File: config.mk
export PLATFORM = sky130hd
export DESIGN_NAME = luic_line_irq
export DESIGN_NICKNAME = d
export VERILOG_FILES = /design/src/luic_pkg.sv /design/src/luic_event_chan.sv /design/src/luic_line_irq.sv
export VERILOG_INCLUDE_DIRS = /design/src
export SDC_FILE = /design/constraint.sdc
export NUM_CORES = 1
export LEC_CHECK = 0
export BUFFER_PORTS_ARGS = -buffer_cell sky130_fd_sc_hd__buf_2
export CORE_MARGIN = 8
export CORE_UTILIZATION = 53
export CTS_BUF_LIST = sky130_fd_sc_hd__clkbuf_16
export DETAILED_ROUTE_END_ITERATION = 16
export PLACE_DENSITY_LB_ADDON = 0.05
export SYNTH_ARGS = -nofsm -noshare
export SYNTH_HDL_FRONTEND = slang
export SYNTH_HIERARCHICAL = 1
export SYNTH_SLANG_ARGS = --single-unit
File: constraint.sdc
create_clock -name aclk -period 2.2 [get_ports aclk]
set_clock_uncertainty 0.1 [all_clocks]
set_input_delay 0.22 -clock aclk [delete_from_list [all_inputs] [get_ports aclk]]
set_output_delay 0.22 -clock aclk [all_outputs]
set_load 0.01 [all_outputs]
File: src/luic_params.svh
// Constants for the line unit interrupt control block.
// Assumes inclusion by name from every file that needs them.
`ifndef LUIC_PARAMS_SVH
`define LUIC_PARAMS_SVH

// Register indices within one channel window
`define LUIC_IDX_MASK_FIRST  6'h11
`define LUIC_IDX_MASK_SECOND 6'h12
`define LUIC_IDX_EDGE_SEL    6'h13
`define LUIC_IDX_LIVE_STAT   6'h14
`define LUIC_IDX_PEND_FIRST  6'h16
`define LUIC_IDX_PEND_SECOND 6'h17

// Byte address fields: index is address bits 7..2, channel 9..8
`define LUIC_IDX_LSB 2
`define LUIC_IDX_MSB 7
`define LUIC_CH_LSB  8
`define LUIC_CH_MSB  9

// Reset values
`define LUIC_MASK_FIRST_RST  7'h7f
`define LUIC_MASK_SECOND_RST 8'hff
`define LUIC_EDGE_SEL_RST    7'h00

// Field positions
`define LUIC_TXCLK_BIT 3
`define LUIC_FIRST_W   7
`define LUIC_SECOND_W  8

// Transmit clock idle limit in master clock cycles (70)
`define LUIC_TXCLK_LOSS_CYC 8'h46

// Bus answers
`define LUIC_RESP_OKAY   2'h0
`define LUIC_RESP_SLVERR 2'h2

`endif

File: src/luic_pkg.sv
// Types shared by the line unit interrupt control files.
// Assumes nothing of its surroundings.
package luic_pkg;

   // Fifteen sources: second mask bits above first mask bits
   typedef logic [14:0] luic_src_t;

   // Seven real-time status bits of one channel
   typedef logic [6:0]  luic_stat_t;

endpackage : luic_pkg

File: src/luic_event_chan.sv
// One channel: transmit clock watch, edge detection, pending flags.
// Assumes synchronous inputs and one-cycle pulses on pulse_in.
`timescale 1ns/1ns
`default_nettype none
`include "luic_params.svh"

module luic_event_chan
   import luic_pkg::*;
#(
   parameter int unsigned CNT_W = 7
)
(
   // Clock and reset
   input  wire logic       aclk,
   input  wire logic       aresetn,
   // Status sources, bit 3 slot omitted
   input  wire logic [5:0] status_in,
   input  wire logic       tx_clock_input,
   input  wire logic [7:0] pulse_in,
   // Configuration
   input  wire luic_src_t  irq_mask,
   input  wire luic_stat_t any_edge_sel,
   input  wire luic_src_t  pend_clr,
   // State
   output luic_stat_t      live_status,
   output luic_src_t       pending
);

   logic             clk_prev_reg;
   logic [CNT_W-1:0] idle_cnt_reg;
   logic             tx_clock_missing_status;
   luic_stat_t       prev_reg;
   luic_stat_t       edge_ev;
   luic_src_t        event_vec;

   // Idle cycle count of the transmit clock, saturating past limit
   always_ff @(posedge aclk)
   begin
      if (!aresetn)
      begin
         clk_prev_reg <= 1'b0;
         idle_cnt_reg <= '0;
      end
      else
      begin
         clk_prev_reg <= tx_clock_input;
         if (tx_clock_input != clk_prev_reg)
            idle_cnt_reg <= '0;
         else if (idle_cnt_reg <= CNT_W'(`LUIC_TXCLK_LOSS_CYC))
            idle_cnt_reg <= idle_cnt_reg + CNT_W'(1);
      end
   end

   // More than the limit without a toggle means clock lost
   assign tx_clock_missing_status =
      (idle_cnt_reg > CNT_W'(`LUIC_TXCLK_LOSS_CYC));

   // Live status and its one-cycle-old copy for edges
   always_ff @(posedge aclk)
   begin
      if (!aresetn)
      begin
         live_status <= '0;
         prev_reg    <= '0;
      end
      else
      begin
         live_status <= {status_in[5:3], tx_clock_missing_status,
                         status_in[2:0]};
         prev_reg    <= live_status;
      end
   end

   // Rise always counts; fall only where any-edge is selected
   assign edge_ev = (live_status & ~prev_reg) |
                    (any_edge_sel & prev_reg & ~live_status);
   assign event_vec = {pulse_in, edge_ev};

   // Only unmasked events latch; a set beats a same-cycle clear
   always_ff @(posedge aclk)
   begin
      if (!aresetn)
         pending <= '0;
      else
         pending <= (pending & ~pend_clr) |
                    (event_vec & ~irq_mask);
   end
endmodule : luic_event_chan
`default_nettype wire

File: src/luic_line_irq.sv
// Four-channel interrupt control with an AXI4-Lite register slave.
// Assumes status inputs synchronous to aclk and a single clock.
//
// Chosen here: the AXI4-Lite interface to the registers.
`timescale 1ns/1ns
`default_nettype none
`include "luic_params.svh"

module luic_line_irq
   import luic_pkg::*;
#(
   parameter int unsigned CHANNELS = 4,
   parameter int unsigned ADDR_W   = 10,
   parameter int unsigned CNT_W    = 7
)
(
   // Clock and reset
   input  wire logic                  aclk,
   input  wire logic                  aresetn,
   // Write address channel
   input  wire logic [ADDR_W-1:0]     s_axi_awaddr,
   input  wire logic                  s_axi_awvalid,
   output logic                       s_axi_awready,
   // Write data channel
   input  wire logic [31:0]           s_axi_wdata,
   input  wire logic [3:0]            s_axi_wstrb,
   input  wire logic                  s_axi_wvalid,
   output logic                       s_axi_wready,
   // Write response channel
   output logic [1:0]                 s_axi_bresp,
   output logic                       s_axi_bvalid,
   input  wire logic                  s_axi_bready,
   // Read address channel
   input  wire logic [ADDR_W-1:0]     s_axi_araddr,
   input  wire logic                  s_axi_arvalid,
   output logic                       s_axi_arready,
   // Read data channel
   output logic [31:0]                s_axi_rdata,
   output logic [1:0]                 s_axi_rresp,
   output logic                       s_axi_rvalid,
   input  wire logic                  s_axi_rready,
   // Line status, six per channel, bit 5 activate down to bit 0 loss
   input  wire logic [6*CHANNELS-1:0] line_status,
   // Transmit clock of each channel
   input  wire logic [CHANNELS-1:0]   tx_clock_input,
   // Event pulses, eight per channel in second mask order
   input  wire logic [8*CHANNELS-1:0] line_event,
   // Interrupt
   output logic                       irq
);

   // Held write address and data
   logic [ADDR_W-1:0] awaddr_reg;
   logic              aw_full_reg;
   logic [7:0]        wdata_reg;
   logic              wstrb0_reg;
   logic              w_full_reg;
   logic              aw_take;
   logic              w_take;
   logic              do_write;
   logic              aw_full_next;
   logic              w_full_next;
   logic [1:0]        wr_ch;
   logic [5:0]        wr_idx;
   logic              wr_hit;

   // Read decode
   logic [1:0]        rd_ch;
   logic [5:0]        rd_idx;
   logic [31:0]       rd_data;
   logic [1:0]        rd_resp;
   logic              ar_take;

   // Per-channel registers and state
   logic [`LUIC_FIRST_W-1:0]  mask_first_reg  [CHANNELS];
   logic [`LUIC_SECOND_W-1:0] mask_second_reg [CHANNELS];
   luic_stat_t                edge_sel_reg    [CHANNELS];
   luic_stat_t                live_stat       [CHANNELS];
   luic_src_t                 pend            [CHANNELS];
   luic_src_t                 pend_clr        [CHANNELS];
   logic [CHANNELS-1:0]       chan_irq;
   logic [CHANNELS-1:0]       chan_all_masked;

   // Handshake terms
   assign aw_take  = s_axi_awvalid & s_axi_awready;
   assign w_take   = s_axi_wvalid & s_axi_wready;
   assign do_write = aw_full_reg & w_full_reg & ~s_axi_bvalid;
   assign ar_take  = s_axi_arvalid & s_axi_arready;

   // Address and data may arrive in either order
   assign aw_full_next = (aw_full_reg | aw_take) & ~do_write;
   assign w_full_next  = (w_full_reg | w_take) & ~do_write;

   // Write field split of the held address
   assign wr_ch  = awaddr_reg[`LUIC_CH_MSB:`LUIC_CH_LSB];
   assign wr_idx = awaddr_reg[`LUIC_IDX_MSB:`LUIC_IDX_LSB];

   // Read field split straight from the offered address
   assign rd_ch  = s_axi_araddr[`LUIC_CH_MSB:`LUIC_CH_LSB];
   assign rd_idx = s_axi_araddr[`LUIC_IDX_MSB:`LUIC_IDX_LSB];

   // Write address holding slot
   always_ff @(posedge aclk)
   begin
      if (!aresetn)
      begin
         awaddr_reg    <= '0;
         aw_full_reg   <= 1'b0;
         s_axi_awready <= 1'b0;
      end
      else
      begin
         if (aw_take)
            awaddr_reg <= s_axi_awaddr;
         aw_full_reg   <= aw_full_next;
         s_axi_awready <= ~aw_full_next;
      end
   end

   // Write data holding slot; only the low byte lane matters
   always_ff @(posedge aclk)
   begin
      if (!aresetn)
      begin
         wdata_reg    <= '0;
         wstrb0_reg   <= 1'b0;
         w_full_reg   <= 1'b0;
         s_axi_wready <= 1'b0;
      end
      else
      begin
         if (w_take)
         begin
            wdata_reg  <= s_axi_wdata[7:0];
            wstrb0_reg <= s_axi_wstrb[0];
         end
         w_full_reg   <= w_full_next;
         s_axi_wready <= ~w_full_next;
      end
   end

   // Known writable indices; others answer with a slave error
   always_comb
   begin
      case (wr_idx)
         `LUIC_IDX_MASK_FIRST,
         `LUIC_IDX_MASK_SECOND,
         `LUIC_IDX_EDGE_SEL,
         `LUIC_IDX_PEND_FIRST,
         `LUIC_IDX_PEND_SECOND: wr_hit = 1'b1;
         default:               wr_hit = 1'b0;
      endcase
   end

   // Write response, held until the master takes it
   always_ff @(posedge aclk)
   begin
      if (!aresetn)
      begin
         s_axi_bvalid <= 1'b0;
         s_axi_bresp  <= `LUIC_RESP_OKAY;
      end
      else if (do_write)
      begin
         s_axi_bvalid <= 1'b1;
         s_axi_bresp  <= wr_hit ? `LUIC_RESP_OKAY : `LUIC_RESP_SLVERR;
      end
      else if (s_axi_bready)
         s_axi_bvalid <= 1'b0;
   end

   // Per-channel register copies and event logic
   generate
      for (genvar g = 0; g < CHANNELS; g++)
      begin : g_chan
         logic wr_here;

         // Channel field selects the copy, 40h indices apart
         assign wr_here = do_write & wstrb0_reg &
                          (wr_ch == 2'(g));

         // Mask and edge-select copies; reserved bit 7 dropped
         always_ff @(posedge aclk)
         begin
            if (!aresetn)
            begin
               mask_first_reg[g]  <= `LUIC_MASK_FIRST_RST;
               mask_second_reg[g] <= `LUIC_MASK_SECOND_RST;
               edge_sel_reg[g]    <= `LUIC_EDGE_SEL_RST;
            end
            else if (wr_here)
            begin
               if (wr_idx == `LUIC_IDX_MASK_FIRST)
                  mask_first_reg[g] <= wdata_reg[6:0];
               if (wr_idx == `LUIC_IDX_MASK_SECOND)
                  mask_second_reg[g] <= wdata_reg;
               if (wr_idx == `LUIC_IDX_EDGE_SEL)
                  edge_sel_reg[g] <= wdata_reg[6:0];
            end
         end

         // Writing a one clears that pending bit
         always_comb
         begin
            pend_clr[g] = '0;
            if (wr_here && wr_idx == `LUIC_IDX_PEND_FIRST)
               pend_clr[g][6:0] = wdata_reg[6:0];
            if (wr_here && wr_idx == `LUIC_IDX_PEND_SECOND)
               pend_clr[g][14:7] = wdata_reg;
         end

         luic_event_chan #(
            .CNT_W          (CNT_W)
         ) u_chan (
            .aclk           (aclk),
            .aresetn        (aresetn),
            .status_in      (line_status[6*g +: 6]),
            .tx_clock_input (tx_clock_input[g]),
            .pulse_in       (line_event[8*g +: 8]),
            .irq_mask       ({mask_second_reg[g], mask_first_reg[g]}),
            .any_edge_sel   (edge_sel_reg[g]),
            .pend_clr       (pend_clr[g]),
            .live_status    (live_stat[g]),
            .pending        (pend[g])
         );

         // Masking at the output too, so late masking silences it
         assign chan_irq[g] = |(pend[g] &
            ~{mask_second_reg[g], mask_first_reg[g]});
         assign chan_all_masked[g] = &{mask_second_reg[g],
                                       mask_first_reg[g]};
      end
   endgenerate

   // Read mux; reserved and upper bits read as zero
   always_comb
   begin
      rd_data = '0;
      rd_resp = `LUIC_RESP_OKAY;
      case (rd_idx)
         `LUIC_IDX_MASK_FIRST:  rd_data[6:0] = mask_first_reg[rd_ch];
         `LUIC_IDX_MASK_SECOND: rd_data[7:0] = mask_second_reg[rd_ch];
         `LUIC_IDX_EDGE_SEL:    rd_data[6:0] = edge_sel_reg[rd_ch];
         `LUIC_IDX_LIVE_STAT:   rd_data[6:0] = live_stat[rd_ch];
         `LUIC_IDX_PEND_FIRST:  rd_data[6:0] = pend[rd_ch][6:0];
         `LUIC_IDX_PEND_SECOND: rd_data[7:0] = pend[rd_ch][14:7];
         default:               rd_resp      = `LUIC_RESP_SLVERR;
      endcase
   end

   // Read answer one cycle after the address is taken
   always_ff @(posedge aclk)
   begin
      if (!aresetn)
      begin
         s_axi_arready <= 1'b0;
         s_axi_rvalid  <= 1'b0;
         s_axi_rdata   <= '0;
         s_axi_rresp   <= `LUIC_RESP_OKAY;
      end
      else if (ar_take)
      begin
         s_axi_arready <= 1'b0;
         s_axi_rvalid  <= 1'b1;
         s_axi_rdata   <= rd_data;
         s_axi_rresp   <= rd_resp;
      end
      else if (s_axi_rvalid && s_axi_rready)
      begin
         s_axi_arready <= 1'b1;
         s_axi_rvalid  <= 1'b0;
      end
      else if (!s_axi_rvalid)
         s_axi_arready <= 1'b1;
   end

   // One level output over all channels, registered
   always_ff @(posedge aclk)
   begin
      if (!aresetn)
         irq <= 1'b0;
      else
         irq <= |chan_irq;
   end
endmodule : luic_line_irq
`default_nettype wire

==> impl_metrics.toml <==
[setup_path]
worstSetupPathType = "flop to flop"
cpMaxStageDelayCell = "o21ai_0"
crit_required_ps = 2350
path_cells = "and3b_1 -> nand4b_1 -> o21ai_0 -> buf_4"
cp.arrival_ps = 2170
critPathMaxStageDelay_ps = 390
worstSetupStartpointType = "flop"
crit_path_end_kind = "flop"
critPathMaxFanout = 9

[route]
drt-total-wl_um = 38400
firstDrtPassIters = 5
routed-via-count = 10541
drc = 0
routedWlPerCell_um = 20.3
drt-vias-per-instance = 5.56
drt_iter0_markers = 742
ant_nets = 0

[sta]
setup_ws_ps = 181
setup-violations-final = 0
tightest_slew_ps = 933
setup_tns_ps = 0
finalMaxSlewViolations = 0
period_share_pct = 91.8
min_period_ps = 2020
rsz0062_at_grt = "no"
hold_viol = 0
max_freq_ghz = 0.495
slew_headroom_pct = 37.7

[die]
ios = 165
die_area_mm2 = 0.0302
start_util_pct = 54.0
rows = 57
die_x_um = 174
core_area_mm2 = 0.0244
dieHeight_um = 174

[logic_synthesis]
synth.avg_cell_area_um2 = 9.87
syn-cell-area_mm2 = 0.0132
async_flop_share_pct = 0
netlist_instances = 1335
yosys.area.top_type_share_pct = 27.8
yosys.area.top_type = "dfxtp_1"
synth.area.top_cells = "dfxtp_1, edfxtp_1, and2_1"
yosysWarnings = 6
ys.flop_type = "dfxtp_1"
ys_ff_latch = 271
synth_edf_count = 88
yosysSeqAreaShare_pct = 47.9
synth.distinct_cells = 57

[placement]
dp_hpwl_um = 26300
post_dp_cell_area_mm2 = 0.0142
pre_cts_ws_ps = 195
io_buffers = 107
gp_congestion = 0.899

[clocking]
htree_levels = 1
clk_pin_slew_ps = 60
cts_sinks = 271
post_cts_buffers = 0
clockBufferDepth = 3
cts_tree = "built"
root_buffer = "clkbuf_16"
clk_latency_ps = 550
numCtsBuffers = 30

[layout]
drive_gt1_share_pct = 17.2
largest_reg_flops = 60
nets = 1677
fin_area_mm2 = 0.0161
layout_common_cells = "and2_1, dfxtp_1, inv_1"
syn2layout_area_growth_pct = 22.1

[power]
power.total_mw = 11.2
p_per_area_mw_per_mm2 = 694
p_leak_nw = 5.99
ir_drop_mv = 0.631

[global_route]
antenna_found_initial = 1
grt.total_usage_pct = 24.9
grt_use_met2_pct = 43.2
top_usage_layer = "met2"
grt_max_degree = 90
grt_pass1_vias = 10813
grt_overflow = 0
grt_use_met3_pct = 5.01
grt_pass1_wl_um = 60000
grtUsageMet1_pct = 30.6

[outcome]
status = "complete, no violations"

[worst_hold_path]
hold_path.class = "input pin to flop"

[job]
max-cap-violations = 0
-- worst paths after layout --
kind                                     from                    end  slack, ps  depth (start not counted)
worst min register to register  awaddr_reg[6]          awaddr_reg[6]        360                          2
worst min-delay path             s_axi_wvalid             wstrb0_reg         60                          4
worst max register to register   s_axi_bvalid  mask_second_reg[2][6]        180                          4
worst max-delay path             s_axi_bvalid  mask_second_reg[2][6]        180                          4
-- cell type report --
cell class | instances | area [um^2]
fill | 2023 | 8300
multi-input combinational | 854 | 5960
clock buffer | 31 | 776
inverter | 143 | 537
antenna | 1 | 2.50
timing repair buffer | 246 | 1900
tap | 324 | 405
clock inverter | 25 | 204
sequential | 271 | 6310
-- cells by family (layout without fill, tap and decap cells) --
kind of cell,after synthesis,after routing,synth area share [%]
xor+xnor,4,4,0.266
simple gates,527,527,23.8
other cells,1,27,0.0285
buf+inv,235,445,7.74
compound gates,241,241,11.8
fa+ha+maj,8,8,0.760
mux,48,48,7.82
flops,271,271,47.9
-- stage by stage --
step	util [%]	std cells	hold WS (ps)
2_1_floorplan	-	1360	242
3_3_place_gp	58.3	1750	328
3_5_place_dp	58.3	1750	330
4_1_cts	66.0	1894	41.2
5_1_grt	66.0	1895	123
6_report	66.0	1895	58.0
-- synth_stat cells, types with 5 or more instances --
master	n
and2_1	183
dfxtp_1	183
inv_1	142
edfxtp_1	88
a21oi_1	67
or3_1	64
nand2_1	61
o22ai_1	55
clkbuf_1	53
mux4_2	44
nand2b_1	34
nand3b_1	32
nand3_1	31
nor2_1	31
nor2b_1	30
buf_4	29
o21a_1	28
o21ai_0	25
a31oi_1	21
a221oi_1	11
a22oi_1	8
ha_1	8
and3_1	7
nand2_2	5
nand4_1	5
nor3_1	5
nor3b_1	5
-- layer usage --
metal | part of all wire (%) | up-vias
met5 | 0 | -
met4 | 3.0 | 0
met3 | 6.4 | 83
met2 | 49 | 351
met1 | 42 | 5085
li1 | - | 5022
-- power breakdown --
group	total [mW]	switching, mW	internal, mW
clock	4.99	2.01	2.99
sequential	5.39	0.131	5.26
combinational	0.787	0.398	0.389
-- worst max-delay path: cells and delay by family, from the launching register on --
| kind | cells | cell delay, ps |
|---|---|---|
| AOI/OAI and AO/OA | 1 | 390 |
| DFF | 1 | 320 |
| buffers and inverters | 1 | 240 |
| and+or+nand+nor | 2 | 660 |
-- what timing repair did --
item | CTS | global route
resized for setup | 0 | 0
hold endpoints to repair | 85 | 0
hold buffers | 88 | 0
No activity file was read; power rests on OpenSTA's default activity.
